File: src/logic/lhm_pkg.sv
/*
 constants shared by the loop-hold and metronome controller.
 assumes a 40 MHz system clock; counts above 4096 cycles are module
 parameters whose defaults come from the figures here.
*/
// Functional notes
// - loop-hold recirculates the whole sample memory, never a shorter part.
// - captured loop length ignores the delay tap position.
// - loop length changes through sample rate (sweep or doubling button) and memory extension.
// - up held then down pressed ramps tap to maximum within five seconds.
// - maximum tap makes write-to-read distance equal the loop length.
// - half or quarter tap gives two or four echoes per memory cycle.
// - tap and loop both count samples, so rate changes scale both.
// - leaving loop-hold resumes feedback recirculation, memory kept.
// - metronome period is a selectable fraction of loop length.
// - metronome interval is independent of the delay tap.
// - each metronome pulse lights the lamp and drives the clock output.
// - loop-hold entry or exit waits for the next metronome pulse.
// - memory gives 2400 ms base, 4800 ms with extension, nominal rate.
// - metronome ratio is one half after reset.
// - up in ratio mode halves ratio to 1/64 then wraps; auto-step 1 s.
// - down in ratio mode cycles numerator through 1, 3, 5, 7, 9.
`default_nettype none
package lhm_pkg;
   localparam int CLK_HZ = 40000000;
   // nominal sample rate and memory times
   localparam int SAMPLE_HZ = 27307;
   localparam int MEM_MS_BASE = 2400;
   localparam int MEM_MS_EXT = 4800;
   localparam int ADDR_W = 17;
   localparam logic [ADDR_W-1:0] MEM_LEN_BASE = 17'h10000;
   localparam logic [ADDR_W:0] MEM_LEN_EXT = 18'h20000;
   localparam int DATA_W = 16;
   // tap is held as a fraction of the loop, TAP_FULL meaning the whole loop
   localparam int TAP_W = 9;
   localparam logic [TAP_W-1:0] TAP_FULL = 9'h100;
   localparam int TAP_SHIFT = 8;
   localparam logic [TAP_W-1:0] TAP_RESET = 9'h080;
   // timing figures
   localparam int RAMP_S = 5;
   localparam int RAMP_CYC = (RAMP_S * CLK_HZ) / 256;
   localparam int AUTO_MS = 1000;
   localparam int AUTO_CYC = (AUTO_MS / 1000) * CLK_HZ;
   localparam int DEBOUNCE_MS = 10;
   localparam int DEBOUNCE_CYC = DEBOUNCE_MS * (CLK_HZ / 1000);
   localparam int PULSE_MS = 1;
   localparam int PULSE_CYC = PULSE_MS * (CLK_HZ / 1000);
   // ratio after reset: 1/2
   localparam logic [2:0] NUM_RESET = 3'h0;
   localparam logic [2:0] DEN_RESET = 3'h1;
   localparam logic [2:0] DEN_LAST = 3'h6;
   localparam logic [2:0] NUM_LAST = 3'h4;
   // button indexes
   localparam int BTN_N = 3;
   localparam int BTN_UP = 0;
   localparam int BTN_DOWN = 1;
   localparam int BTN_HOLD = 2;
   typedef enum logic [1:0] {
      LHM_NORMAL = 2'b00,
      LHM_HOLD = 2'b01
   } lhm_mode_e;
endpackage : lhm_pkg
`default_nettype wire

File: src/logic/lhm_skid_buf.sv
/*
 two-entry buffer with valid and ready on both sides.
 assumes one clock; source and sink are in that domain.
*/
`default_nettype none
module lhm_skid_buf #(
   parameter int W = 16
) (
   // clock and reset
   input wire logic clk,
   input wire logic sys_rst,
   // fill side
   input wire logic inValid,
   output logic inReady,
   input wire logic [W-1:0] inData,
   // drain side
   output logic outValid,
   input wire logic outReady,
   output logic [W-1:0] outData
);
   logic [W-1:0] mem_q [2];
   logic rdPtr_q;
   logic wrPtr_q;
   logic [1:0] cnt_q;
   wire doPush = inValid && inReady;
   wire doPop = outValid && outReady;

   assign inReady = (cnt_q != 2'h2);
   assign outValid = (cnt_q != 2'h0);
   assign outData = mem_q[rdPtr_q];

   always_ff @(posedge clk or posedge sys_rst) begin
      if (sys_rst) begin
         rdPtr_q <= 1'b0;
         wrPtr_q <= 1'b0;
         cnt_q <= 2'h0;
      end else begin
         if (doPush) wrPtr_q <= ~wrPtr_q;
         if (doPop) rdPtr_q <= ~rdPtr_q;
         if (doPush && !doPop) cnt_q <= cnt_q + 2'h1;
         else if (doPop && !doPush) cnt_q <= cnt_q - 2'h1;
      end
   end

   always_ff @(posedge clk) begin
      if (doPush) mem_q[wrPtr_q] <= inData;
   end
endmodule : lhm_skid_buf
`default_nettype wire

File: src/logic/lhm_loop_ctrl.sv
/*
 loop-hold, delay tap and metronome control for the delay line.
 assumes sampleTick is a one-cycle pulse on clk at the swept sample rate,
 the sample memory is external with combinational read data, and buttons
 are raw pins.
*/
`default_nettype none
module lhm_loop_ctrl #(
   parameter int RAMP_CYC = lhm_pkg::RAMP_CYC,
   parameter int AUTO_CYC = lhm_pkg::AUTO_CYC,
   parameter int DEBOUNCE_CYC = lhm_pkg::DEBOUNCE_CYC,
   parameter int PULSE_CYC = lhm_pkg::PULSE_CYC
) (
   // clock and reset
   input wire logic clk,
   input wire logic sys_rst,
   // front panel
   input wire logic stepUpBtn,
   input wire logic stepDownBtn,
   input wire logic holdBtn,
   input wire logic setModeClk,
   input wire logic delayDoublingButton,
   input wire logic memExtFitted,
   // sample timing
   input wire logic sampleTick,
   // sample memory
   output logic [lhm_pkg::ADDR_W-1:0] memWrAddr,
   output logic [lhm_pkg::ADDR_W-1:0] memRdAddr,
   output logic memRdEn,
   output logic memWrEn,
   output logic memWrRecirc,
   input wire logic [lhm_pkg::DATA_W-1:0] memRdData,
   // delayed output stream
   output logic echoValid,
   input wire logic echoReady,
   output logic [lhm_pkg::DATA_W-1:0] echoData,
   // status
   output logic holdActive,
   output logic [lhm_pkg::TAP_W-1:0] tapLevel,
   output logic [2:0] ratioNumSel,
   output logic [2:0] ratioDenSel,
   output logic clkLamp,
   output logic clkOutPulse
);
   localparam int AW = lhm_pkg::ADDR_W;

   // ------------------------------------------------------------
   // button synchronise and debounce
   // ------------------------------------------------------------
   wire [lhm_pkg::BTN_N-1:0] btnRaw = {holdBtn, stepDownBtn, stepUpBtn};
   logic [lhm_pkg::BTN_N-1:0] btnLvl;
   logic [lhm_pkg::BTN_N-1:0] btnPress;
   genvar gi;
   generate
      for (gi = 0; gi < lhm_pkg::BTN_N; gi++) begin : g_btn
         logic s1_q;
         logic s2_q;
         logic st_q;
         logic prev_q;
         logic [22:0] db_q;
         always_ff @(posedge clk or posedge sys_rst) begin
            if (sys_rst) begin
               s1_q <= 1'b0;
               s2_q <= 1'b0;
               st_q <= 1'b0;
               prev_q <= 1'b0;
               db_q <= '0;
            end else begin
               s1_q <= btnRaw[gi];
               s2_q <= s1_q;
               prev_q <= st_q;
               if (s2_q == st_q) db_q <= '0;
               else if (db_q == 23'(DEBOUNCE_CYC - 1)) begin
                  st_q <= s2_q;
                  db_q <= '0;
               end else db_q <= db_q + 23'h1;
            end
         end
         assign btnLvl[gi] = st_q;
         assign btnPress[gi] = st_q && !prev_q;
      end
   endgenerate

   wire upLvl = btnLvl[lhm_pkg::BTN_UP];
   wire downLvl = btnLvl[lhm_pkg::BTN_DOWN];
   wire upPress = btnPress[lhm_pkg::BTN_UP];
   wire downPress = btnPress[lhm_pkg::BTN_DOWN];
   wire holdPress = btnPress[lhm_pkg::BTN_HOLD];

   // ------------------------------------------------------------
   // mode switch and doubling button: two-stage synchronisers
   // ------------------------------------------------------------
   logic [1:0] modeSync_q;
   logic [1:0] dblSync_q;
   always_ff @(posedge clk or posedge sys_rst) begin
      if (sys_rst) begin
         modeSync_q <= 2'h0;
         dblSync_q <= 2'h0;
      end else begin
         modeSync_q <= {modeSync_q[0], setModeClk};
         dblSync_q <= {dblSync_q[0], delayDoublingButton};
      end
   end
   wire ratioMode = modeSync_q[1];
   wire dblOn = dblSync_q[1];

   // ------------------------------------------------------------
   // sample enable: doubling halves the rate, loop length in samples kept
   // ------------------------------------------------------------
   logic halfPh_q;
   logic tickPend_q;
   wire rateTick = sampleTick && (!dblOn || halfPh_q);
   logic bufReady;
   wire advance = tickPend_q && bufReady;

   // ------------------------------------------------------------
   // tap stepping, chord ramp and auto-repeat
   // ------------------------------------------------------------
   logic [lhm_pkg::TAP_W-1:0] tap_q;
   logic chord_q;
   logic [25:0] rpt_q;
   wire tapMode = !ratioMode;
   wire chordNow = chord_q && upLvl && downLvl;
   wire rptLimit = chordNow ? (rpt_q == 26'(RAMP_CYC - 1))
                            : (rpt_q == 26'(AUTO_CYC - 1));
   wire tapAtMax = (tap_q == lhm_pkg::TAP_FULL);
   wire tapAtMin = (tap_q == 9'h001);
   wire incTap = tapMode && !tapAtMax
      && ((upPress && !downLvl) || (rptLimit && upLvl && !downLvl)
          || (chordNow && rptLimit));
   wire decTap = tapMode && !tapAtMin && !upLvl
      && (downPress || (rptLimit && downLvl));

   // ------------------------------------------------------------
   // ratio selection
   // ------------------------------------------------------------
   logic [2:0] num_q;
   logic [2:0] den_q;
   wire ratioUp = ratioMode && (upPress || (upLvl && rptLimit));
   wire ratioDown = ratioMode && downPress;
   wire [3:0] numVal = {num_q, 1'b1};

   // ------------------------------------------------------------
   // addressing: full memory always cycles, tap sets read distance
   // ------------------------------------------------------------
   logic [AW-1:0] wr_q;
   wire [AW:0] memLen = memExtFitted ? lhm_pkg::MEM_LEN_EXT
                                     : {1'b0, lhm_pkg::MEM_LEN_BASE};
   wire [AW-1:0] addrMask = memExtFitted ? {AW{1'b1}} : {1'b0, {(AW-1){1'b1}}};
   wire [AW:0] tapDist = (AW+1)'(({8'h00, memLen} * {17'h0, tap_q})
                             >> lhm_pkg::TAP_SHIFT) ;
   wire [AW-1:0] tapRdAddr = (wr_q - tapDist[AW-1:0]) & addrMask;
   // in hold the read trails the write by the whole memory, tap ignored
   wire [AW-1:0] rdAddr = holdActive ? wr_q : tapRdAddr;
   wire wrapNow = ((wr_q + 17'h1) & addrMask) == '0;

   // ------------------------------------------------------------
   // metronome: period = memLen * num / den samples
   // ------------------------------------------------------------
   logic [21:0] metCnt_q;
   wire [21:0] metPeriod = 22'(({17'h0, memLen} * {31'h0, numVal}) >> den_q);
   wire metHit = advance && (metCnt_q + 22'h1 >= metPeriod);
   logic [15:0] pulseCnt_q;

   // ------------------------------------------------------------
   // loop-hold request and mode
   // ------------------------------------------------------------
   logic holdReq_q;
   lhm_pkg::lhm_mode_e mode_q;

   always_ff @(posedge clk or posedge sys_rst) begin
      if (sys_rst) begin
         halfPh_q <= 1'b0;
         tickPend_q <= 1'b0;
         wr_q <= '0;
         metCnt_q <= '0;
      end else begin
         if (sampleTick) halfPh_q <= ~halfPh_q;
         if (rateTick) tickPend_q <= 1'b1;
         else if (advance) tickPend_q <= 1'b0;
         if (advance) wr_q <= (wr_q + 17'h1) & addrMask;
         if (metHit) metCnt_q <= '0;
         else if (advance && wrapNow && num_q == 3'h0) metCnt_q <= '0;
         else if (advance) metCnt_q <= metCnt_q + 22'h1;
      end
   end

   always_ff @(posedge clk or posedge sys_rst) begin
      if (sys_rst) begin
         tap_q <= lhm_pkg::TAP_RESET;
         chord_q <= 1'b0;
         rpt_q <= '0;
      end else begin
         if (!upLvl) chord_q <= 1'b0;
         else if (downPress) chord_q <= 1'b1;
         if (upPress || downPress || !(upLvl || downLvl) || rptLimit)
            rpt_q <= '0;
         else rpt_q <= rpt_q + 26'h1;
         if (incTap) tap_q <= tap_q + 9'h1;
         else if (decTap) tap_q <= tap_q - 9'h1;
      end
   end

   always_ff @(posedge clk or posedge sys_rst) begin
      if (sys_rst) begin
         num_q <= lhm_pkg::NUM_RESET;
         den_q <= lhm_pkg::DEN_RESET;
      end else begin
         if (ratioUp)
            den_q <= (den_q == lhm_pkg::DEN_LAST) ? 3'h0 : den_q + 3'h1;
         if (ratioDown)
            num_q <= (num_q == lhm_pkg::NUM_LAST) ? 3'h0 : num_q + 3'h1;
      end
   end

   always_ff @(posedge clk or posedge sys_rst) begin
      if (sys_rst) begin
         holdReq_q <= 1'b0;
         mode_q <= lhm_pkg::LHM_NORMAL;
         pulseCnt_q <= '0;
      end else begin
         if (metHit) holdReq_q <= holdPress;
         else if (holdPress) holdReq_q <= ~holdReq_q;
         if (metHit && holdReq_q) begin
            case (mode_q)
               lhm_pkg::LHM_NORMAL: mode_q <= lhm_pkg::LHM_HOLD;
               lhm_pkg::LHM_HOLD: mode_q <= lhm_pkg::LHM_NORMAL;
               default: mode_q <= lhm_pkg::LHM_NORMAL;
            endcase
         end
         if (metHit) pulseCnt_q <= 16'(PULSE_CYC);
         else if (pulseCnt_q != 16'h0) pulseCnt_q <= pulseCnt_q - 16'h1;
      end
   end

   // ------------------------------------------------------------
   // read data capture and outputs
   // ------------------------------------------------------------
   logic rdValid_q;
   logic [AW-1:0] memRdAddr_q;
   logic [AW-1:0] memWrAddr_q;
   logic memWrEn_q;

   always_ff @(posedge clk or posedge sys_rst) begin
      if (sys_rst) begin
         rdValid_q <= 1'b0;
         memRdAddr_q <= '0;
         memWrAddr_q <= '0;
         memWrEn_q <= 1'b0;
      end else begin
         rdValid_q <= advance;
         memWrEn_q <= advance;
         if (advance) begin
            memRdAddr_q <= rdAddr;
            memWrAddr_q <= wr_q;
         end
      end
   end

   lhm_skid_buf #(
      .W(lhm_pkg::DATA_W)
   ) u_buf (
      .clk(clk),
      .sys_rst(sys_rst),
      .inValid(rdValid_q),
      .inReady(bufReady),
      .inData(memRdData),
      .outValid(echoValid),
      .outReady(echoReady),
      .outData(echoData)
   );

   assign memRdAddr = memRdAddr_q;
   assign memWrAddr = memWrAddr_q;
   assign memRdEn = memWrEn_q;
   assign memWrEn = memWrEn_q;
   // in hold the writer stores what the full-memory read returns
   assign holdActive = (mode_q == lhm_pkg::LHM_HOLD);
   assign memWrRecirc = holdActive;
   assign tapLevel = tap_q;
   assign ratioNumSel = num_q;
   assign ratioDenSel = den_q;
   assign clkLamp = (pulseCnt_q != 16'h0);
   assign clkOutPulse = (pulseCnt_q != 16'h0);
endmodule : lhm_loop_ctrl
`default_nettype wire

File: config.mk
export PLATFORM = sky130hd
export DESIGN_NAME = lhm_loop_ctrl
export DESIGN_NICKNAME = d
export VERILOG_FILES = /design/src/logic/lhm_pkg.sv /design/src/logic/lhm_skid_buf.sv /design/src/logic/lhm_loop_ctrl.sv
export SDC_FILE = /design/constraint.sdc
export NUM_CORES = 1
export LEC_CHECK = 0
export BUFFER_PORTS_ARGS = -buffer_cell sky130_fd_sc_hd__buf_2
export CAP_MARGIN = 30
export CORE_ASPECT_RATIO = 0.7
export CORE_MARGIN = 2
export CORE_UTILIZATION = 45
export DETAILED_ROUTE_END_ITERATION = 10
export SYNTH_ARGS = -nofsm -noshare
export SYNTH_HDL_FRONTEND = slang
export SYNTH_SLANG_ARGS = --single-unit
File: constraint.sdc
create_clock -name clk -period 12.9 [get_ports clk]
set_input_delay 0 -clock clk [delete_from_list [all_inputs] [get_ports clk]]
set_output_delay 0 -clock clk [all_outputs]
set_load 0.05 [all_outputs]
==> flow_summary.toml, run 1 <==
[clock_network]
clkSlewWorstSetupHoldPaths_ns = 0.07
post_cts_resized = 0
cts-root-buf = "clkbuf_16"
postCtsSetupBuffers = 0
numCtsBuffers = 27
cts_tree = "yes"
clkLatencyLatePin_ns = 0.56
clk_path_buf_depth = 3
cts_sinks = 254
htreeDepth = 1

[finish]
instances_no_fill = 1849
drive_above_1_share_pct = 13.3
utilization_pct = 52.6
final_net_count = 1530
area_delta_synth_final_pct = 14.8
diodes = 0

[yosys]
synth-main-ff-cell = "dfrtp_1"
yosys-top-cells-area = "dfrtp_1 (42%), edfxtp_1 (7.3%), xor2_1 (5.4%)"
synth_area_per_cell_um2 = 9.83
yosys.area.top_type = "dfrtp_1"
synth_edf_count = 32
ys_types = 70
synth.yosys.seq_area_share_pct = 49.2
synth_most_common_cell = "dfrtp_1"
synthesis.area_mm2 = 0.0132
synthArstFlopShare_pct = 87.4
ys_ff_latch = 254
yosysTopAreaCellShare_pct = 41.6
yosys_warnings = 0
synth_common_cells = "dfrtp_1 (220), nand2_1 (169), nor2_1 (160)"
syn_inst = 1347

[routing]
first_pass_iters = 5
drt_iter0_drc = 662
wl_per_cell_um = 14.6
num_vias = 9598
drtAntennaViolNets = 0
viasPerCell = 5.19
drc = 0
wl_um = 26900

[sta]
slew_violations = 0
setup_viol = 0
final-hold-violation-count = 0
finClkSkew_ns = 0.0274
tightest_slew_ns = 0.881
fin_crit_sh_pct = 34.1
fmax_ghz = 0.227
tns_ns = 0
rsz0062_at_grt = "no"
min_period_ns = 4.40
maxSlewHeadroom_pct = 41.0

[grt]
grt_max_degree = 94
grt_overflow = 0
grt_pass1_wl_um = 46400
antenna_found_initial = 0
grt_pass1_vias = 9128
track_usage_pct = 17.9

[floorplanning]
io_pins = 98
die_area_mm2 = 0.0308
die_h_um = 147
core-area_mm2 = 0.0289
fp.dieW_um = 209
initial_core_util_pct = 45.8
std_cell_rows = 52

[placement]
dp_cells = 1774
port_buffers = 97
dp_hpwl_um = 18100
place.gp.congestion = 0.810

[setup_path]
crit_required_ns = 13.35
path_cells = "nor2b_1 > ha_1 > ha_1 > nor2b_1 > a31oi_1 > a21oi_1 > a21oi_1 > ha_1 > o211a_1 > a31oi_1 > o21ai_0 > a31oi_1 > nand2b_1 > nand3_1 > o22ai_1"
worstPathMaxFanout = 22
cp-end-kind = "flip-flop"
max_stage_delay_ns = 0.69
cp-startpoint = "ratioNumSel[2]"
crit_type = "reg -> reg"
start_kind = "flip-flop"
crit_buf_inv = 0
slowest_stage = "nand2b_1"
crit_family = "compound AO/OA/AOI/OAI gates"
r2r_start = "ratioNumSel[2]"
arrival_ns = 4.85

[pwr]
p_leak_nw = 6.83
power.density_mw_per_mm2 = 165
power_mw = 2.51
power_switching_mw = 0.897
pwr-share-comb_pct = 26.4
power_frac_clock_pct = 32.5
power.internal_mw = 1.61
power_frac_seq_pct = 41.1
swShare_pct = 35.7
ir_drop_uv = 113

[min_path]
worst_hold_path_type = "in -> reg"
min-delay-start = "delayDoublingButton"

[run]
cap_violations = 0

[status]
status = "finished clean"
[kinds of logic after synthesis]
logic type / synth area share (%)
other: 0.0283
XOR/XNOR: 9.93
flip-flops: 49.2
multiplexers: 2.85
adder cells (fa/ha/maj): 5.22
AO/OA/AOI/OAI: 6.54
AND/OR/NAND/NOR: 22.8
buffers and inverters: 3.43
[cell usage in the layout, fill, tap and decap left out, types with 4 or more instances in the layout]
cell type      count
and2_1            14
mux2_2            21
buf_2             97
dlygate4sd3_1     25
and3_1            26
inv_1             45
buf_4              8
o21a_1             6
nor3_1            36
mux2i_1           14
nand2_1          168
or3_1             11
o22ai_1            9
nor4b_1            7
ha_1              52
inv_6              4
clkbuf_1           4
nand2b_1           6
xor2_1            81
clkbuf_16         27
a21o_1             5
nand3b_1           4
a31oi_1           22
dfrtp_1          220
bufinv_16          4
a21oi_1           31
or2_2              8
a211oi_1           6
nor2b_1           20
and4_1            11
nor4_1            14
o21ai_0           33
edfxtp_1          32
nor2_1           160
xnor2_1           69
nand3_1           73
nand4_1           28
nor3b_1            6
[sequential cells by signal (all words and copies together) (netlist names), 2 cells and up]
register,flops
memRdAddr,17
modeSync_q,2
dblSync_q,2
ratioDenSel,3
u_buf.cnt_q,2
g_btn.db_q,69
tapLevel,9
rpt_q,26
g_btn.s1_q,3
g_btn.prev_q,3
memWrAddr,14
pulseCnt_q,16
wr_q,17
metCnt_q,22
u_buf.mem_q,32
g_btn.st_q,2
ratioNumSel,3
g_btn.s2_q,3
[timing repair]
action	CTS	global route
setup endpoints to repair	0	0
hold endpoints to repair	135	0
hold buffers	25	0
[metrics by stage]
stage                     cell area [um2]  hold slack (ns)  setup WS, ns
after CTS                           15200           0.0790          8.59
after floorplan                     13200           0.0314          6.83
final                               15200            0.105          8.50
after global placement              14000            0.111          8.80
after detailed placement            14000            0.110          8.66
after global routing                15200           0.0822          8.16
[final timing paths]
path	to	cells past startpoint	slack, ns
max	metCnt_q[20]	15	8.50
min	dblSync_q[0]	2	0.10
max reg2reg	metCnt_q[20]	15	8.50
min reg2reg	modeSync_q[1]	0	0.35
max in group asynchronous	memWrAddr[10]	6	11.01
min in group asynchronous	g_btn[0].s1_q	3	0.12
[power by group through the flow]
| stage | logic (mW) | clock network [mW] | registers [mW] |
|---|---|---|---|
| floorplan | 0.468 | 0 | 1.09 |
| global placement | 0.651 | 0 | 1.04 |
| detailed placement | 0.660 | 0 | 1.05 |
| CTS | 0.668 | 0.840 | 1.03 |
| global route | 0.727 | 0.877 | 1.05 |
| finish | 0.663 | 0.815 | 1.03 |
[layout make-up]
cell class / count / area (um2)
clock buffers: 34 / 732
inverters: 47 / 184
multi-input cells: 989 / 6270
repair buffers: 131 / 823
well taps: 378 / 473
fillers: 2607 / 13700
clock inverters: 16 / 198
flip-flops and latches: 254 / 6520
[routing by layer]
| metal | GRT usage (%) | routed length, um |
|---|---|---|
| met1 | 28.5 | 14400 |
| met2 | 25.3 | 11100 |
| met3 | 3.06 | 1010 |
| met4 | 3.86 | 462 |
| met5 | 0 | 0 |
No activity file was read; power rests on OpenSTA's default activity.
==> inputs of run 2 (changes only) <==
==> constraint.sdc (replaced) <==
create_clock -name clk -period 3.7 [get_ports clk]
set_input_delay 0 -clock clk [delete_from_list [all_inputs] [get_ports clk]]
set_output_delay 0 -clock clk [all_outputs]
set_load 0.05 [all_outputs]
==> flow_summary.toml, run 2 (synthesis gave the netlist of run 1 again) <==
[status]
status = "finished clean"

[finish]
fillers = 2642
largest-register = "g_btn.db_q"
drive_above_1_share_pct = 14.4
multi_input_area_mm2 = 0.00631
final_cell_mix = "dfrtp_1 (220), nand2_1 (167), nor2_1 (159), buf_2 (97), xor2_1 (81)"
layout_commonest_cell = "dfrtp_1"
largest_reg_flops = 69
area_delta_synth_final_pct = 15.8
reg_top3 = "g_btn.db_q x69, u_buf.mem_q x32, rpt_q x26"
final_net_count = 1541
final-seq-area_mm2 = 0.00652
diodes = 0

[clock_network]
clkSlewWorstSetupHoldPaths_ns = 0.07
cts_sinks = 254
clk_path_buf_depth = 3
cts-root-buf = "clkbuf_16"
numCtsBuffers = 26
clkLatencyLatePin_ns = 0.55
htreeDepth = 1
cts_tree = "yes"

[pwr]
power_mw = 8.93
p_leak_nw = 6.91
ir_drop_uv = 442
power.density_mw_per_mm2 = 583

[sta]
min_period_ns = 3.49
setup_viol = 0
fmax_ghz = 0.286
fin_crit_sh_pct = 94.3
tightest_slew_ns = 0.884
hold_ws_ns = 0.0476
finClkSkew_ns = 0.0133
maxSlewHeadroom_pct = 41.0
slew_violations = 0
final-hold-violation-count = 0

[routing]
drtAntennaViolNets = 0
first_pass_iters = 7
num_vias = 9688
wl_um = 27600
drt_iter0_drc = 708
viasPerCell = 5.21
wl_per_cell_um = 14.8
drc = 0

[placement]
place.gp.congestion = 0.829
dp_hpwl_um = 18700
port_buffers = 97

[floorplanning]
io_pins = 98
die_h_um = 147
die_area_mm2 = 0.0308
std_cell_rows = 52
core-area_mm2 = 0.0289
initial_core_util_pct = 45.8
fp.dieW_um = 209

[grt]
antenna_found_initial = 0
grt_pass1_vias = 9299
track_usage_pct = 18.3
grt_overflow = 0
grt_max_degree = 157
grt_pass1_wl_um = 47100

[setup_path]
crit_path_frequent_cell = "ha_1"
crit_type = "reg -> reg"
arrival_ns = 3.94
r2r_start = "ratioNumSel[1]"
rr_worst_depth = 16
crit_buf_inv = 1
start_kind = "flip-flop"
cp-startpoint = "ratioNumSel[1]"
crit_family = "compound AO/OA/AOI/OAI gates"
max_stage_delay_ns = 0.38
r2r_setup_slack_ns = 0.21
slowest_stage = "dfrtp_1"
cp-end-kind = "flip-flop"
crit_required_ns = 4.15
path_cells = "and2_1 > ha_1 > ha_1 > nor2b_1 > a31oi_1 > a21oi_1 > mux2i_1 > ha_1 > a21o_1 > a21oi_1 > o211ai_1 > a31oi_1 > nand2b_4 > buf_4 > nand3_4 > o22ai_1"
worstPathMaxFanout = 7
reg2reg_to = "metCnt_q[21]"

[min_path]
whs_path_depth = 4
hold-path-endpoint = "memRdAddr[16]"
worst_hold_path_type = "in -> reg"
min-delay-start = "memExtFitted"

[run]
cap_violations = 0
-- run 2: cell types whose count changed in the layout (fill, tap and decap cells not counted), sizes merged --
cell,previous run,this run
clkinv,4,10
clkbuf,34,30
bufinv,4,6
dlygate4sd3,25,24
clkinvlp,5,3
inv,50,45
buf,106,119
-- run 2: what timing repair did --
item                                    CTS  global route
endpoints found under the setup margin    0            33
buffers inserted                          0             2
hold buffers                             24             0
resized for setup                         0            10
endpoints found under the hold margin   261             0
-- run 2: worst register-to-register path: cells and delay by family (launching register included) --
kind / cells / cell delay, ns
compound gates: 7 / 1.25
buf+inv: 1 / 0.12
flops: 1 / 0.38
simple gates: 4 / 0.65
mux: 1 / 0.17
fa+ha+maj: 3 / 0.84
-- run 2: worst max-delay path by stage --
stage	end	slack, ns	cells past startpoint
finish	metCnt_q[21]	0.21	16
global placement	mode_q[0]	0.18	14
detailed placement	mode_q[0]	0.11	14
CTS	mode_q[0]	0.05	14
global route	metCnt_q[5]	-0.03	16
floorplan	metCnt_q[7]	0.17	16
-- run 2: routing by layer --
layer / global-route usage, % / wire, um
met5: 0 / 0
met4: 4.50 / 523
met3: 2.89 / 1020
met2: 27.2 / 11600
met1: 27.8 / 14400
-- run 2: per-stage QoR --
step | std cells | cell area [um2] | TNS, ns | util (%) | setup slack [ns]
after global placement | 1785 | 14100 | 0 | 48.8 | 0.177
after floorplan | 1348 | 13200 | 0 | - | 0.169
after detailed placement | 1785 | 14100 | 0 | 48.8 | 0.106
after global routing | 1858 | 15300 | -0.150 | 53.0 | -0.0274
after CTS | 1856 | 15300 | 0 | 52.9 | 0.0470
final | 1858 | 15300 | 0 | 53.0 | 0.210
-- run 2: power by group --
group / internal (mW) / total, mW / switching [mW] / leakage, nW
Combinational: 0.763 / 2.44 / 1.68 / 3.19
Clock: 1.77 / 2.89 / 1.12 / 0.458
Sequential: 3.23 / 3.61 / 0.375 / 3.27
-- run 2: cell type report --
class                           count  area share [%]
Timing Repair Buffer              143            5.90
Tap cell                          378            3.09
Inverter                           47            1.18
Clock inverter                     17            1.60
Sequential cell                   254            42.5
Clock buffer                       30            4.55
Multi-Input combinational cell    989            41.2
